File: src/logic/urdl_pkg.sv
// Package: constants and types for the UART register decode and loopback
// What this block does
// - Modem control bit 4 turns loopback on
// - Loopback feeds transmit shifter into receiver
// - Loopback holds serial transmit pin high
// - Loopback de-asserts send request, terminal ready
// - Loopback ignores the four modem inputs
// - Other UART functions run unchanged in loopback
// - Latch mode selects divisor low and high
// - Divisor fraction needs latch mode, enhanced bit
// - Offset zero is receive/transmit holding normally
// - Offset two is interrupt status, fifo control
// - Offsets one, three, four, five standard registers
// - Offset six reads modem status, writes option when enhanced bit set
// - Offset seven is scratch pad when control clear
// - Offset seven is level count, mode select when control set
// - Magic line control selects enhanced function
// - Enhanced offset zero: level count, threshold
// - Enhanced offset one is feature control
// - Enhanced four to seven are flow characters
// - Zero divisor returns revision and identity
package urdl_pkg;
  // Register offsets, held at word index; byte address is index times four
  localparam logic [2:0] OFS_0 = 3'h0;
  localparam logic [2:0] OFS_1 = 3'h1;
  localparam logic [2:0] OFS_2 = 3'h2;
  localparam logic [2:0] OFS_3 = 3'h3;
  localparam logic [2:0] OFS_4 = 3'h4;
  localparam logic [2:0] OFS_5 = 3'h5;
  localparam logic [2:0] OFS_6 = 3'h6;
  localparam logic [2:0] OFS_7 = 3'h7;
  // Status word index: reports loopback state to the bus, writes ignored
  localparam logic [3:0] OFS_STAT_IDX = 4'h8;
  // Field positions
  localparam int LCR_LATCH_BIT = 7;
  localparam int EFR_ENH_BIT   = 4;
  localparam int MCR_LOOP_BIT  = 4;
  localparam int MCR_RTS_BIT   = 1;
  localparam int MCR_DTR_BIT   = 0;
  localparam int MCR_OUT1_BIT  = 2;
  localparam int MCR_OUT2_BIT  = 3;
  localparam int FEATURE_CONTROL_SEL_BIT  = 6;
  // Magic line control value and reset values
  localparam logic [7:0] LCR_MAGIC  = 8'hbf;
  localparam logic [7:0] RST_ZERO   = 8'h00;
  localparam logic [7:0] RST_LCR    = 8'h00;
  localparam logic [7:0] DIV_ZERO   = 8'h00;
  // Identity values: arbitrary
  localparam logic [7:0] ID_REV     = 8'h01;
  localparam logic [7:0] ID_PART    = 8'h5a;
  // Storage register indices
  localparam int N_STORE = 16;
  typedef enum logic [3:0] {
    S_DLL = 4'h0, S_DLM = 4'h1, S_DLD = 4'h2, S_IER = 4'h3,
    S_LCR = 4'h4, S_MCR = 4'h5, S_SPR = 4'h6, S_EFR = 4'h7,
    S_FEATURE_CONTROL = 4'h8, S_XN1 = 4'h9, S_XN2 = 4'ha, S_XF1 = 4'hb,
    S_XF2 = 4'hc, S_FCR = 4'hd, S_TRG = 4'he, S_OPT = 4'hf
  } urdl_store_t;
  // Bus phases
  typedef enum logic [1:0] {
    PH_IDLE = 2'b01,
    PH_DATA = 2'b10
  } urdl_phase_t;
  // Selection of the read source
  typedef enum logic [3:0] {
    RD_STORE = 4'h0, RD_RHR = 4'h1, RD_ISR = 4'h2, RD_LSR = 4'h3,
    RD_MSR = 4'h4, RD_FC = 4'h5, RD_REV = 4'h6, RD_PART = 4'h7,
    RD_ZERO = 4'h8
  } urdl_rsrc_t;
endpackage

File: src/logic/urdl_dec_if.sv
// Interface: register select between decoder and register bank
interface urdl_dec_if;
  import urdl_pkg::*;
  logic [2:0]  ofs;
  logic        wr;
  logic [7:0]  line_control;
  logic [7:0]  enhanced_function;
  logic [7:0]  feature_control;
  logic        div_zero;
  logic        wr_hit;
  urdl_store_t wr_idx;
  logic        wr_thr;
  logic        wr_fcr;
  urdl_rsrc_t  rd_src;
  urdl_store_t rd_idx;
  modport bank (output ofs, output wr, output line_control, output enhanced_function,
                output feature_control, output div_zero, input wr_hit, input wr_idx,
                input wr_thr, input wr_fcr, input rd_src, input rd_idx);
  modport dec (input ofs, input wr, input line_control, input enhanced_function, input feature_control,
               input div_zero, output wr_hit, output wr_idx, output wr_thr,
               output wr_fcr, output rd_src, output rd_idx);
endinterface

File: src/logic/urdl_decode.sv
// Module: address decoder choosing a register by offset and mode bits
module urdl_decode
  import urdl_pkg::*;
(
  // Select carrier
  urdl_dec_if.dec d
);
  wire latch = d.line_control[LCR_LATCH_BIT];
  wire magic = (d.line_control == LCR_MAGIC);
  wire enh   = d.enhanced_function[EFR_ENH_BIT];
  wire fsel  = d.feature_control[FEATURE_CONTROL_SEL_BIT];
  wire dl    = latch && !magic;
  // Offset two standard set condition
  wire std2  = enh ? !latch : !magic;

  // Combinational selection of read source and write target
  always_comb begin
    d.wr_hit = 1'b0;
    d.wr_idx = S_DLL;
    d.wr_thr = 1'b0;
    d.wr_fcr = 1'b0;
    d.rd_src = RD_ZERO;
    d.rd_idx = S_DLL;
    case (d.ofs)
      OFS_0: begin
        if (magic) begin
          d.rd_src = RD_FC;
          d.wr_hit = 1'b1;
          d.wr_idx = S_TRG;
        end else if (dl) begin
          d.rd_src = d.div_zero ? RD_REV : RD_STORE;
          d.wr_hit = 1'b1;
          d.wr_idx = S_DLL;
          d.rd_idx = S_DLL;
        end else begin
          d.rd_src = RD_RHR;
          d.wr_thr = d.wr;
        end
      end
      OFS_1: begin
        d.wr_hit = 1'b1;
        d.rd_src = RD_STORE;
        if (magic) begin
          d.wr_idx = S_FEATURE_CONTROL;
          d.rd_idx = S_FEATURE_CONTROL;
        end else if (dl) begin
          d.wr_idx = S_DLM;
          d.rd_idx = S_DLM;
          if (d.div_zero) d.rd_src = RD_PART;
        end else begin
          d.wr_idx = S_IER;
          d.rd_idx = S_IER;
        end
      end
      OFS_2: begin
        if (magic) begin
          d.wr_hit = 1'b1;
          d.wr_idx = S_EFR;
          d.rd_src = RD_STORE;
          d.rd_idx = S_EFR;
        end else if (dl && enh) begin
          d.wr_hit = 1'b1;
          d.wr_idx = S_DLD;
          d.rd_src = RD_STORE;
          d.rd_idx = S_DLD;
        end else if (std2) begin
          d.rd_src = RD_ISR;
          d.wr_fcr = d.wr;
        end
      end
      OFS_3: begin
        d.wr_hit = 1'b1;
        d.wr_idx = S_LCR;
        d.rd_src = RD_STORE;
        d.rd_idx = S_LCR;
      end
      OFS_4, OFS_5: begin
        if (magic) begin
          d.wr_hit = 1'b1;
          d.wr_idx = (d.ofs == OFS_4) ? S_XN1 : S_XN2;
          d.rd_src = RD_STORE;
          d.rd_idx = d.wr_idx;
        end else if (d.ofs == OFS_4) begin
          d.wr_hit = 1'b1;
          d.wr_idx = S_MCR;
          d.rd_src = RD_STORE;
          d.rd_idx = S_MCR;
        end else begin
          d.rd_src = RD_LSR;
        end
      end
      OFS_6: begin
        if (magic) begin
          d.wr_hit = 1'b1;
          d.wr_idx = S_XF1;
          d.rd_src = RD_STORE;
          d.rd_idx = S_XF1;
        end else begin
          d.rd_src = RD_MSR;
          d.wr_hit = enh;
          d.wr_idx = S_OPT;
        end
      end
      default: begin
        d.wr_hit = 1'b1;
        if (magic) begin
          d.wr_idx = S_XF2;
          d.rd_src = RD_STORE;
          d.rd_idx = S_XF2;
        end else if (!fsel) begin
          d.wr_idx = S_SPR;
          d.rd_src = RD_STORE;
          d.rd_idx = S_SPR;
        end else begin
          d.wr_idx = S_OPT; // No store; top pulses mode select
          d.rd_src = RD_FC;
          d.wr_hit = 1'b0;
        end
      end
    endcase
  end
endmodule

File: src/logic/urdl_loop.sv
// Module: loopback steering of serial and modem pins
module urdl_loop (
  // Mode
  input  wire logic loop_en,
  // Core side
  input  wire logic tsr_out,
  input  wire logic rts_ctl,
  input  wire logic dtr_ctl,
  input  wire logic out1_ctl,
  input  wire logic out2_ctl,
  output logic      rsr_in,
  output logic [3:0] modem_in,
  // Pin side, already synchronised
  input  wire logic rx_pin,
  input  wire logic [3:0] modem_pin_n,
  output logic      tx_pin,
  output logic      rts_n_pin,
  output logic      dtr_n_pin
);
  // Receive path switches to the local shifter
  assign rsr_in    = loop_en ? tsr_out : rx_pin;
  // Mark level on the line while looped
  assign tx_pin    = loop_en ? 1'b1 : tsr_out;
  // Outputs de-asserted (high) while looped
  assign rts_n_pin = loop_en ? 1'b1 : !rts_ctl;
  assign dtr_n_pin = loop_en ? 1'b1 : !dtr_ctl;
  // Pins ignored; controls feed status so diagnostics still see edges
  assign modem_in  = loop_en ?
                     {out2_ctl, out1_ctl, dtr_ctl, rts_ctl} :
                     ~modem_pin_n;
endmodule

File: src/logic/urdl_top.sv
// Module: AHB-Lite register bank with decode and loopback for the UART
module urdl_top
  import urdl_pkg::*;
(
  // Clock and reset
  input  wire logic        CLK,
  input  wire logic        RESET,
  // AHB-Lite slave
  input  wire logic        HSEL,
  input  wire logic [31:0] HADDR,
  input  wire logic [1:0]  HTRANS,
  input  wire logic        HWRITE,
  input  wire logic [2:0]  HSIZE,
  input  wire logic        HREADY,
  input  wire logic [31:0] HWDATA,
  output logic      [31:0] HRDATA,
  output logic             HREADYOUT,
  output logic             HRESP,
  // UART core side
  input  wire logic        TSR_OUT,
  output logic             RSR_IN,
  input  wire logic [7:0]  RX_HOLD_DATA,
  input  wire logic [7:0]  INT_STATUS,
  input  wire logic [7:0]  LINE_STATUS,
  input  wire logic [3:0]  MODEM_DELTA,
  input  wire logic [7:0]  FIFO_LEVEL,
  output logic             TX_LOAD,
  output logic             RX_UNLOAD,
  output logic [7:0]       TX_DATA,
  output logic             FCR_LOAD,
  output logic             FIFO_THRESHOLD_LOAD,
  output logic             ENHANCED_MODE_SELECT_LOAD,
  output logic [7:0]       WR_DATA,
  output logic [3:0]       MODEM_IN,
  output logic             LOOP_ACTIVE,
  // Serial pins
  input  wire logic        RX,
  input  wire logic [3:0]  MODEM_N,
  output logic             TX,
  output logic             RTS_N,
  output logic             DTR_N
);
  // Storage and bus state
  logic [7:0]  store_reg [N_STORE];
  logic [2:0]  ofs_reg;
  logic        wr_reg;
  logic        act_reg;
  logic        stat_reg;
  logic [31:0] rdata_reg;
  logic [7:0]  wdata_reg;
  logic        txl_reg;
  logic        fcr_reg;
  logic        trg_reg;
  logic        ems_reg;
  logic        rxu_reg;
  logic [1:0]  rx_sync_reg;
  logic [7:0]  modem_sync_reg;
  urdl_phase_t ph_reg;
  urdl_phase_t ph_next;

  urdl_dec_if dif ();

  // Address phase decode
  wire         take   = HSEL && HREADY && HTRANS[1];
  wire         in_map = (HADDR[31:5] == 27'h0) && (HADDR[1:0] == 2'b00);
  wire         is_st  = (HADDR[5:2] == OFS_STAT_IDX) && (HADDR[31:6] == 26'h0);
  wire [7:0]   wdat   = HWDATA[7:0];
  wire         rd_now = take && !HWRITE;
  // A read right behind a write waits one cycle, so it sees the new value
  wire         wr_hold = act_reg && wr_reg && HSEL && HTRANS[1] && !HWRITE;

  // Mode bits seen by the decoder
  assign dif.ofs      = (act_reg && wr_reg) ? ofs_reg : HADDR[4:2];
  assign dif.wr       = wr_reg;
  assign dif.line_control      = store_reg[S_LCR];
  assign dif.enhanced_function      = store_reg[S_EFR];
  assign dif.feature_control     = store_reg[S_FEATURE_CONTROL];
  assign dif.div_zero = (store_reg[S_DLL] == DIV_ZERO) &&
                        (store_reg[S_DLM] == DIV_ZERO);

  urdl_decode u_dec (
    .d (dif.dec)
  );

  wire [3:0]  modem_status_hi;

  // Read mux; address phase offset is used for reads
  function automatic logic [7:0] rd_pick(input urdl_rsrc_t s,
                                         input logic [7:0] st);
    case (s)
      RD_STORE: rd_pick = st;
      RD_RHR:   rd_pick = RX_HOLD_DATA;
      RD_ISR:   rd_pick = INT_STATUS;
      RD_LSR:   rd_pick = LINE_STATUS;
      RD_MSR:   rd_pick = {modem_status_hi, MODEM_DELTA};
      RD_FC:    rd_pick = FIFO_LEVEL;
      RD_REV:   rd_pick = ID_REV;
      RD_PART:  rd_pick = ID_PART;
      default:  rd_pick = RST_ZERO;
    endcase
  endfunction

  wire        loop_on = store_reg[S_MCR][MCR_LOOP_BIT];
  wire [7:0]  rd_byte = rd_pick(dif.rd_src, store_reg[dif.rd_idx]);
  wire        do_wr   = act_reg && wr_reg && !stat_reg;
  wire        fc7     = (ofs_reg == OFS_7) &&
                        (dif.line_control != LCR_MAGIC) &&
                        dif.feature_control[FEATURE_CONTROL_SEL_BIT];
  wire        trg_hit = do_wr && (ofs_reg == OFS_0) &&
                        (dif.line_control == LCR_MAGIC);

  // Mode bit applied at once from the modem control register
  assign LOOP_ACTIVE = loop_on;

  urdl_loop u_loop (
    .loop_en     (loop_on),
    .tsr_out     (TSR_OUT),
    .rts_ctl     (store_reg[S_MCR][MCR_RTS_BIT]),
    .dtr_ctl     (store_reg[S_MCR][MCR_DTR_BIT]),
    .out1_ctl    (store_reg[S_MCR][MCR_OUT1_BIT]),
    .out2_ctl    (store_reg[S_MCR][MCR_OUT2_BIT]),
    .rsr_in      (RSR_IN),
    .modem_in    (modem_status_hi),
    .rx_pin      (rx_sync_reg[1]),
    .modem_pin_n (modem_sync_reg[7:4]),
    .tx_pin      (TX),
    .rts_n_pin   (RTS_N),
    .dtr_n_pin   (DTR_N)
  );
  assign MODEM_IN = modem_status_hi;

  // Bus phase sequencing; only a read after a write waits
  always_comb begin
    case (ph_reg)
      PH_IDLE: ph_next = take ? PH_DATA : PH_IDLE;
      PH_DATA: ph_next = take ? PH_DATA : PH_IDLE;
      default: ph_next = PH_IDLE;
    endcase
  end

  // Outputs of the bus slave
  assign HREADYOUT = !wr_hold;
  assign HRESP     = 1'b0;
  assign HRDATA    = rdata_reg;
  assign TX_DATA   = wdata_reg;
  assign WR_DATA   = wdata_reg;
  assign TX_LOAD   = txl_reg;
  assign FCR_LOAD  = fcr_reg;
  assign FIFO_THRESHOLD_LOAD = trg_reg;
  assign ENHANCED_MODE_SELECT_LOAD = ems_reg;
  assign RX_UNLOAD = rxu_reg;

  // Pin synchronisers, two stages each
  always_ff @(posedge CLK) begin
    rx_sync_reg    <= {rx_sync_reg[0], RX};
    modem_sync_reg <= {modem_sync_reg[3:0], MODEM_N};
  end

  // Address phase capture and read data
  always_ff @(posedge CLK) begin
    if (RESET) begin
      ph_reg    <= PH_IDLE;
      act_reg   <= 1'b0;
      wr_reg    <= 1'b0;
      stat_reg  <= 1'b0;
      ofs_reg   <= OFS_0;
      rdata_reg <= 32'h0;
      rxu_reg   <= 1'b0;
    end else begin
      ph_reg   <= ph_next;
      act_reg  <= take && (in_map || is_st);
      wr_reg   <= HWRITE;
      stat_reg <= is_st;
      ofs_reg  <= HADDR[4:2];
      rxu_reg  <= rd_now && in_map && (dif.rd_src == RD_RHR);
      if (rd_now) begin
        if (is_st) rdata_reg <= {31'h0, loop_on};
        else if (in_map) rdata_reg <= {24'h0, rd_byte};
        else rdata_reg <= 32'h0;
      end
    end
  end

  // Register writes in the data phase
  always_ff @(posedge CLK) begin
    if (RESET) begin
      for (int i = 0; i < N_STORE; i++) store_reg[i] <= RST_ZERO;
      store_reg[S_LCR] <= RST_LCR;
      wdata_reg <= RST_ZERO;
      txl_reg   <= 1'b0;
      fcr_reg   <= 1'b0;
      trg_reg   <= 1'b0;
      ems_reg   <= 1'b0;
    end else begin
      txl_reg <= do_wr && dif.wr_thr;
      fcr_reg <= do_wr && dif.wr_fcr;
      trg_reg <= trg_hit;
      ems_reg <= do_wr && fc7;
      if (do_wr) wdata_reg <= wdat;
      if (do_wr && dif.wr_hit) begin
        store_reg[dif.wr_idx] <= wdat;
      end
    end
  end
  // Core keeps framing, FIFOs and interrupts running in loopback
endmodule

File: config.mk
export PLATFORM = sky130hd
export DESIGN_NAME = urdl_top
export DESIGN_NICKNAME = d
export VERILOG_FILES = /design/src/logic/urdl_pkg.sv /design/src/logic/urdl_dec_if.sv /design/src/logic/urdl_decode.sv /design/src/logic/urdl_loop.sv /design/src/logic/urdl_top.sv
export SDC_FILE = /design/constraint.sdc
export NUM_CORES = 1
export LEC_CHECK = 0
export BUFFER_PORTS_ARGS = -buffer_cell sky130_fd_sc_hd__clkbuf_2
export CORE_MARGIN = 1
export CORE_UTILIZATION = 59
export DETAILED_ROUTE_END_ITERATION = 8
export GPL_ROUTABILITY_DRIVEN = 0
export PLACE_DENSITY_LB_ADDON = 0.12
export SLEW_MARGIN = 25
export SYNTH_ARGS = -nofsm -noshare
export SYNTH_HDL_FRONTEND = slang
export SYNTH_SLANG_ARGS = --single-unit
File: constraint.sdc
create_clock -name CLK -period 4.85 [get_ports CLK]
set_clock_uncertainty 0.2 [all_clocks]
set_input_delay 0.97 -clock CLK [delete_from_list [all_inputs] [get_ports CLK]]
set_output_delay 0.97 -clock CLK [all_outputs]
set_load 0.01 [all_outputs]
### After elaboration in Yosys (flattened, before gate mapping)

Memories as Yosys holds them, arrays and structs flattened.
Cells that the tools add are included.

* reductions and logical operators: 43
* bitwise logic cells: 2
* eq/ne operators: 17
* mux-type cells: 67

Operators with widths (count)
* 2-to-1 mux 4 bit: 19
* case mux 4 bit (6 select lines): 3
* case mux 8 bit (8 select lines): 1
* 2-to-1 mux 8 bit: 4
* zero test 27 bit: 1
* 2-to-1 mux 1 bit: 27
* zero test 26 bit: 1
* logical AND 1 bit: 24
* 2-to-1 mux 3 bit: 8
* == test 4 x 3 -> 1 bit (second input constant): 4
* zero test 8 bit: 2
* == test 3 bit (second input constant): 4
* == test 4 x 2 -> 1 bit (second input constant): 2
* == test 8 bit (second input constant): 1
* 2-to-1 mux 2 bit: 4
* inequality test 8 bit (second input constant): 1
* OR reduction 8 bit: 1
* zero test 1 bit: 7
* == test 3 x 2 -> 1 bit (second input constant): 2
* zero test 3 bit: 2
* case mux 1 bit (5 select lines): 1
* == test 4 x 1 -> 1 bit (second input constant): 1
* == test 4 bit (second input constant): 1
* zero test 4 bit: 1
* 6 further kinds: 7

* memory bits (writable): 128
* input bits: 116
* output and inout port bits: 64
* register bits after elaboration: 61
* memories: 1
* logic and storage cells: 143

Memory list
* store_reg: words 16, width 8, rd ports 7, clocked after memory_dff 0, wr ports 16, line urdl_top.sv:44 `logic [7:0] store_reg [N_STORE];`

### Depth between registers and ports, before layout

Gate-level depths: netlist of the first run.
An unclocked memory read counts as a cell.

* word-level depth: 14
* gate-level depth with buffers: 13
* depth with buffers taken out: 9

### Cells and area by module

Synthesis of the first run repeated with hierarchy kept, for this count alone.

* cells, all modules: 673
* area total of the unflattened synthesis: 8424.3 um^2

Modules (own cells, without submodules)
* urdl_top: times used 1, seq. area each 4584.4 um^2, area an instance 7895.1 um^2, cells an instance 589
* urdl_decode: times used 1, seq. area each 0.0 um^2, area an instance 456.7 um^2, cells an instance 71
* urdl_loop: times used 1, seq. area each 0.0 um^2, area an instance 72.6 um^2, cells an instance 13

### Worst setup path after synthesis of the first run

OpenSTA, ideal clock, no wires.

* path type: input-to-reg
* start point: input HADDR[3]
* end point: memory store_reg[7][0], enable pin
* buffers on the path: 2
* library setup time: 309 ps
* slack: 1464 ps
* arrival: 2877 ps
* required time: 4341 ps
* stages: 10
* path through: a21bo_1 -> and2_1 -> buf_6 -> buf_2 -> o211ai_1 -> a21oi_1 -> nor4_2 -> or3b_4 -> nor2_2 -> or2_2

RTL lines
* start: declaration: line urdl_top.sv:10 `input wire logic [31:0] HADDR,`
* end: declaration: line urdl_top.sv:44

==> results of run 1 <==
-- stage by stage --
stage / utilization [%] / total power, mW / area (um^2) / setup slack, ns
global route: 70.90 / 3.270 / 9538 / 0.9847
finish: 70.90 / 3.186 / 9538 / 1.219
CTS: 70.90 / 3.187 / 9538 / 1.269
global placement: 66.55 / 1.883 / 8952 / 0.8679
detailed placement: 66.55 / 1.892 / 8952 / 0.8237
floorplan: - / 1.785 / 8418 / 1.464
-- path summary, 6_finish.rpt --
path | startpoint | end | slack (ns)
worst max-delay path | HADDR[3] | store_reg[15][3] | 1.22
worst min-delay path | rx_sync_reg[0] | rx_sync_reg[1] | 0.13
worst max register to register | store_reg[4][7] | HRDATA[0] | 1.30
worst min register to register | rx_sync_reg[0] | rx_sync_reg[1] | 0.13
-- per-layer routing --
metal | share of wire [%] | up-vias | track usage, %
li1 | - | 2877 | -
met1 | 39 | 3107 | 41.41
met2 | 49 | 390 | 54.35
met3 | 8.7 | 44 | 6.698
met4 | 2.8 | 0 | 12.27
met5 | 0 | - | 0
-- layout by cell type (no fill, tap or decap), types with 4 or more instances in the layout --
cell type,instances
a311oi_1,5
mux2i_1,7
nor4_1,11
o21ai_1,10
buf_4,12
o21ai_0,12
clkinv_2,4
a221o_1,7
a31oi_1,16
dfxtp_1,37
nand4_1,6
inv_1,8
clkbuf_2,126
nor2_1,24
nand3_1,24
inv_4,4
a21oi_1,14
and2_1,126
a211oi_1,5
and3_1,12
o211ai_1,11
mux4_2,15
nand2_1,100
edfxtp_1,126
nor2b_1,5
clkbuf_16,19
conb_1,33
nor3_1,7
a22oi_1,13
or2_2,21
nor2_2,4
-- power by group through the flow --
stage	Sequential [mW]	Clock, mW	Combinational, mW
after detailed placement	1.60	0	0.295
after global placement	1.59	0	0.289
after floorplan	1.59	0	0.200
final	1.57	1.32	0.302
after CTS	1.57	1.32	0.298
after global routing	1.57	1.38	0.323
-- area by class of cell --
cell class | instances | area [um^2]
Multi-Input combinational cell | 535 | 3437
Tap cell | 176 | 220.2
Clock buffer | 20 | 489.2
Inverter | 8 | 30.03
Timing Repair Buffer | 139 | 740.7
Clock inverter | 12 | 96.34
Sequential cell | 163 | 4524
Fill cell | 985 | 3915
-- worst reg2reg max path: stages, from the launching register on --
cell and delay [ns]:
edfxtp_1 0.49, nand4b_2 0.26, nor2_4 0.45, a21oi_1 0.21, a31oi_4 0.56, buf_12 0.29
nand2_1 0.10, and3_1 0.19, o31ai_1 0.46, a211oi_1 0.17, o21ai_1 0.14
-- logic make-up after synthesis --
group / count (synthesis)
flip-flops: 163
buffers and inverters: 79
AND/OR/NAND/NOR: 362
multiplexers: 26
other: 1
AO/OA/AOI/OAI: 114
==> metrics.md, run 1 <==
| Metric | Value |
|---|---|
| Worst path buffer plus inverter count | 4 |
| Final Cycle Share | about three quarters |
| Largest net degree at the start of global routing | 34 |
| Worst rel slew slack | a little under half |
| Max Fclk | ~280 MHz |
| Crit path max fanout | 10 |
| Max Root-Sink Buffers | 2 |
| Switching Fraction | between 20% and 30% |
| Setup bufs post-CTS | 0 |
| Multiplexer share of the synthesized area | under 10% |
| Pwr dens | about 330 nW/um^2 |
| Antenna cells | 0 |
| Critical-path cell list | clkbuf_2 -> a21bo_1 -> and2_1 -> buf_4 -> nor4_4 -> a31oi_1 -> inv_1 -> o21ai_0 -> buf_4 -> nor2_1 -> or2_2 |
| Post-synthesis compound-gate area fraction | roughly a tenth |
| Top-area cell type share of the netlist area | a little under half |
| Vias in the first global route | 6088 |
| Remaining global-route overflow | 0 |
| Asr flop ratio synth | 0% |
| Combinational family with the most area after synthesis | simple AND/OR/NAND/NOR gates |
| Average wire per cell in the routed design | 21.40 um |
| Post-synth top cells | and2_1, edfxtp_1, nand2_1 |
| # nets final | between 900 and 1000 |
| DPL Wire Length | ~16000 um |
| HP Class | reg2reg |
| CTS tree | yes |
| Die area | approximately 15000 um^2 |
| Antenna Nets Post-Route | 0 |
| Synth Instances | between 700 and 800 |
| Number of flip-flops in the largest register | ~130 |
| H-tree depth | 4 |
| Width of the die | ~120 um |
| Register area share after synthesis | a little over half |
| Syn Area/Cell | ~11 um^2 |
| Slew @ Worst Pin | a little over 0.8 ns |
| Post-synthesis simple-gate area fraction | 24.32% |
| CP endpoint kind | flip-flop |
| Die height | 120.6 um |
| WP depth | 11 |
| Share of post-route cells with drive strength above 1 | a little over a quarter |
| Critical path's slowest cell | nor4_4 |
| Synth Area in Adders | 0% |
| Initial Util | between 60% and 70% |
| Yosys reg bits | 163 |
| Area growth syn-to-layout | 14.94% |
| Clock share of power | between 40% and 50% |
| Status | finished clean |
| Worst Path Arrival | about 3.6 ns |
| Fin. Hold Viols | 0 |
| I/O Buffers | about 130 |
| Via density per instance | approximately 6 |
| Synth unique cells | between 60 and 70 |
| P_leak | 3.867 nW |
| Placed insts | 1021 |
| Synth warnings | 0 |
| Root Buffer | clkbuf_16 |
| Predominant post-synthesis flop cell | edfxtp_1 |
| Num CTS Buffers | 17 |
| WP data required | approximately 4.8 ns |
| Initial antenna violation count | 0 |
| Top cells by area, synth | edfxtp_1, and2_1, dfxtp_1, nand2_1, mux4_2 |
| DRC | 0 |
| Unrepaired setup endpoints after global routing | no |
| CP dominant cell by count | buf_4 |
| I/O Pins | 180 |
| Min Hold Slack | between 0.1 and 0.15 ns |
| Tmin final | approximately 3.6 ns |
| Largest area contributor in the netlist | edfxtp_1 |
| Internal power | 2.434 mW |
| Tot GR Track Use | approximately a third |
| Clock sinks | approximately 160 |
| Critical path class | in2reg |
| Worst skew pair latency | ~0.43 ns |
| Final cell count without fillers | between 1000 and 1500 |
| Vias after detailed routing | 6418 |
| Drt first pass iters | 5 |
| Cell depth of the worst min-delay path | 0 |
| Worst path max stage delay | 0.56 ns |
| Max-slew violations | 0 |
| Netlist Area Pre-Place | slightly above 8000 um^2 |
| Max VDD drop | 0.0002567 V |
| Crit-path leading delay family | simple AND/OR/NAND/NOR gates |
| CORE AREA | 13450 um^2 |
| DRT Wirelength | ~23000 um |
| Gate power share | approximately a tenth |
| Sequential share of power | 49.2% |
| # setup viols final | 0 |
| Post-synth EDFFs | 126 |
| CTS Hold Bufs | 0 |
| Type of origin of the critical path | input port |
| Clock slew at reported path FFs | ~0.060 ns |
| Total negative slack | 0 ns |
| Psw | between 0.7 and 0.8 mW |
| R2R cell count | 10 |
| Iter 0 DRT Violations | roughly 650 |
| # rows | 42 |
| First-pass GRT wire length | ~34000 um |
| Synth Area in XOR/XNOR | 0% |
| Post-CTS sizing | 0 |
| Max_cap viols | 0 |
No activity file was read; power rests on OpenSTA's default activity.
==> run 2: changes to the inputs <==
--- a/config.mk
+++ b/config.mk
@@ -7,7 +7,7 @@
 export LEC_CHECK = 0
 export BUFFER_PORTS_ARGS = -buffer_cell sky130_fd_sc_hd__clkbuf_2
 export CORE_MARGIN = 1
-export CORE_UTILIZATION = 59
+export CORE_UTILIZATION = 50
 export DETAILED_ROUTE_END_ITERATION = 8
 export GPL_ROUTABILITY_DRIVEN = 0
 export PLACE_DENSITY_LB_ADDON = 0.12
==> constraint.sdc (replaced) <==
create_clock -name CLK -period 3.3 [get_ports CLK]
set_clock_uncertainty 0.2 [all_clocks]
set_input_delay 0.66 -clock CLK [delete_from_list [all_inputs] [get_ports CLK]]
set_output_delay 0.66 -clock CLK [all_outputs]
set_load 0.01 [all_outputs]
==> run 2 against run 1 <==
  * Global-route usage shrank 5.0 points
  * Final cell count is 8.0% higher
  * Die area up 18%
  * Register-to-register slack got worse by 1.1 ns
==> metrics.md, run 2 (same netlist as run 1, synthesis figures left out) <==
| Metric | Value |
|---|---|
| Average wire per cell in the routed design | 19.55 um (was 21.40 um) |
| Initial antenna violation count | 0 (unchanged) |
| Die height | 130.8 um (was 120.6 um) |
| H-tree depth | 4 (unchanged) |
| Max_cap viols | 0 (unchanged) |
| Min Hold Slack | 0.1298 ns (was 0.1281 ns) |
| Vias in the first global route | 6163 (was 6088) |
| Fin. Hold Viols | 0 (unchanged) |
| # rows | 46 (was 42) |
| P_leak | 4.073 nW (was 3.867 nW) |
| WP data required | 3.41 ns (was 4.78 ns) |
| Worst skew pair latency | 0.43 ns (about the same) |
| Max-slew violations | 0 (unchanged) |
| DRT Wirelength | 22230 um (was 22530 um) |
| I/O Buffers | 126 (unchanged) |
| First-pass GRT wire length | 33940 um (was 34300 um) |
| Root Buffer | clkbuf_16 (unchanged) |
| Number of flip-flops in the largest register | 126 (unchanged) |
| Worst rel slew slack | 50.10% (was 45.30%) |
| # nets final | 1024 (was 980) |
| Critical path class | reg2reg (was in2reg) |
| HP Class | reg2reg (unchanged) |
| Fill count | 1324 (was 985) |
| R2R cell count | 10 (unchanged) |
| Num CTS Buffers | 17 (unchanged) |
| Clock slew at reported path FFs | 0.06 ns (about the same) |
| Worst Path Arrival | 3.25 ns (was 3.56 ns) |
| Initial Util | 51.68% (was 61.68%) |
| Via density per instance | 5.496 (was 6.095) |
| # setup viols final | 0 (unchanged) |
| Cell depth of the worst min-delay path | 0 (unchanged) |
| DPL Wire Length | 16410 um (was 15950 um) |
| Max Root-Sink Buffers | 2 (unchanged) |
| Startpoint of the worst-slack reg-to-reg timing path | store_reg[4][6] (was store_reg[4][7]) |
| Tmin final | approximately 3.1 ns |
| HP Start | rx_sync_reg[0] (unchanged) |
| Placement Cell Area | 9358 um^2 (was 8952 um^2) |
| Remaining global-route overflow | 0 (unchanged) |
| Largest net degree at the start of global routing | 28 (was 34) |
| Die area | 17120 um^2 (was 14540 um^2) |
| Area growth syn-to-layout | 19.51% (was 14.94%) |
| Final cell count without fillers | 1137 (was 1053) |
| CORE AREA | 16060 um^2 (was 13450 um^2) |
| Antenna Nets Post-Route | 0 (unchanged) |
| Tot GR Track Use | 27.37% (was 32.39%) |
| Critical R2R Capture | HRDATA[5] (was HRDATA[0]) |
| Crit path max fanout | 24 (was 10) |
| Iter 0 DRT Violations | 521 (was 651) |
| Final core occ | 61.76% (was 70.90%) |
| Max Fclk | 317.7 MHz |
| Type of origin of the critical path | flip-flop (was input port) |
| Endpoint, Worst Hold | rx_sync_reg[1] (unchanged) |
| Setup bufs post-CTS | 0 (unchanged) |
| Most frequent cells in the layout | and2_1, clkbuf_2, edfxtp_1, nand2_1, buf_4 (was and2_1, clkbuf_2, edfxtp_1, nand2_1, dfxtp_1) |
| Drt first pass iters | 6 (was 5) |
| Vias after detailed routing | 6249 (was 6418) |
| Cell area after layout | 9917 um^2 (was 9538 um^2) |
| Width of the die | 130.8 um (was 120.6 um) |
| Unrepaired setup endpoints after global routing | no (unchanged) |
| R2r setup slk | 0.15 ns (was 1.30 ns) |
| Slew @ Worst Pin | 0.7439 ns (was 0.8150 ns) |
| I/O Pins | 180 (unchanged) |
| CP endpoint kind | flip-flop (unchanged) |
| Clock sinks | 163 (unchanged) |
| Antenna cells | 0 (unchanged) |
| Setup ws final | 0.1521 ns (was 1.219 ns) |
| DRC | 0 (unchanged) |
| Status | finished clean (unchanged) |
| Max VDD drop | 0.0003803 V (was 0.0002567 V) |
| Share of post-route cells with drive strength above 1 | 29.86% (was 26.45%) |
| Pre-CTS setup slack | -0.07383 ns (was 0.8237 ns) |
| Pwr dens | 468.8 nW/um^2 (was 334.0 nW/um^2) |
| Placed insts | 1105 (was 1021) |
| CTS tree | yes (unchanged) |
| Final Cycle Share | around 95% |
[run 2: layout make-up]
| type | instances | area, um^2 | area share [%] |
|---|---|---|---|
| Clock buffer | 23 | 478.0 | 4.820 |
| Clock inverter | 9 | 78.83 | 0.7949 |
| Inverter | 8 | 30.03 | 0.3028 |
| Multi-Input combinational cell | 535 | 3437 | 34.66 |
| Sequential cell | 163 | 4527 | 45.65 |
| Tap cell | 216 | 270.3 | 2.725 |
| Timing Repair Buffer | 183 | 1096 | 11.05 |
[run 2: worst max-delay path, stage by stage, from the launching register on]
cell and delay, ns:
edfxtp_1 0.39, nand4b_2 0.33, or2_2 0.40, a31oi_1 0.41, or3_1 0.23, buf_12 0.17, mux4_2 0.51, nand2_1 0.08
nand2_1 0.08, o21ai_1 0.14, o21ai_1 0.08
[run 2: repair_timing]
action / 4_1_cts / 5_1_grt
endpoints found under the setup margin: 0 / 7
hold endpoints to repair: 0 / 0
gates resized for setup: 0 / 2
hold buffers: 0 / 0
[run 2: through the flow]
stage | setup TNS [ns] | power (mW)
2_1_floorplan | 0 | 2.624
3_3_place_gp | 0 | 2.797
3_5_place_dp | -0.9035 | 2.808
4_1_cts | 0 | 4.660
5_1_grt | 0 | 4.796
6_report | 0 | 4.649
[run 2: per-layer routing]
layer / track usage [%] / wire length (um)
met4: 9.195 / 469
met3: 6.311 / 1631
met2: 45.63 / 10670
met1: 35.23 / 9455
met5: 0 / 0
[run 2: power breakdown]
part / internal (mW) / switching (mW)
registers: 2.27 / 0.0329
clock network: 1.09 / 0.785
logic: 0.192 / 0.274
[run 2: worst max-delay path by stage]
stage / from / end
after floorplan: HADDR[3] / store_reg[7][0]
after global placement: HADDR[3] / HRDATA[2]
after detailed placement: HADDR[3] / HRDATA[1]
after CTS: dif.wr / HRDATA[5]
after global routing: store_reg[4][6] / HRDATA[5]
final: store_reg[4][6] / HRDATA[5]
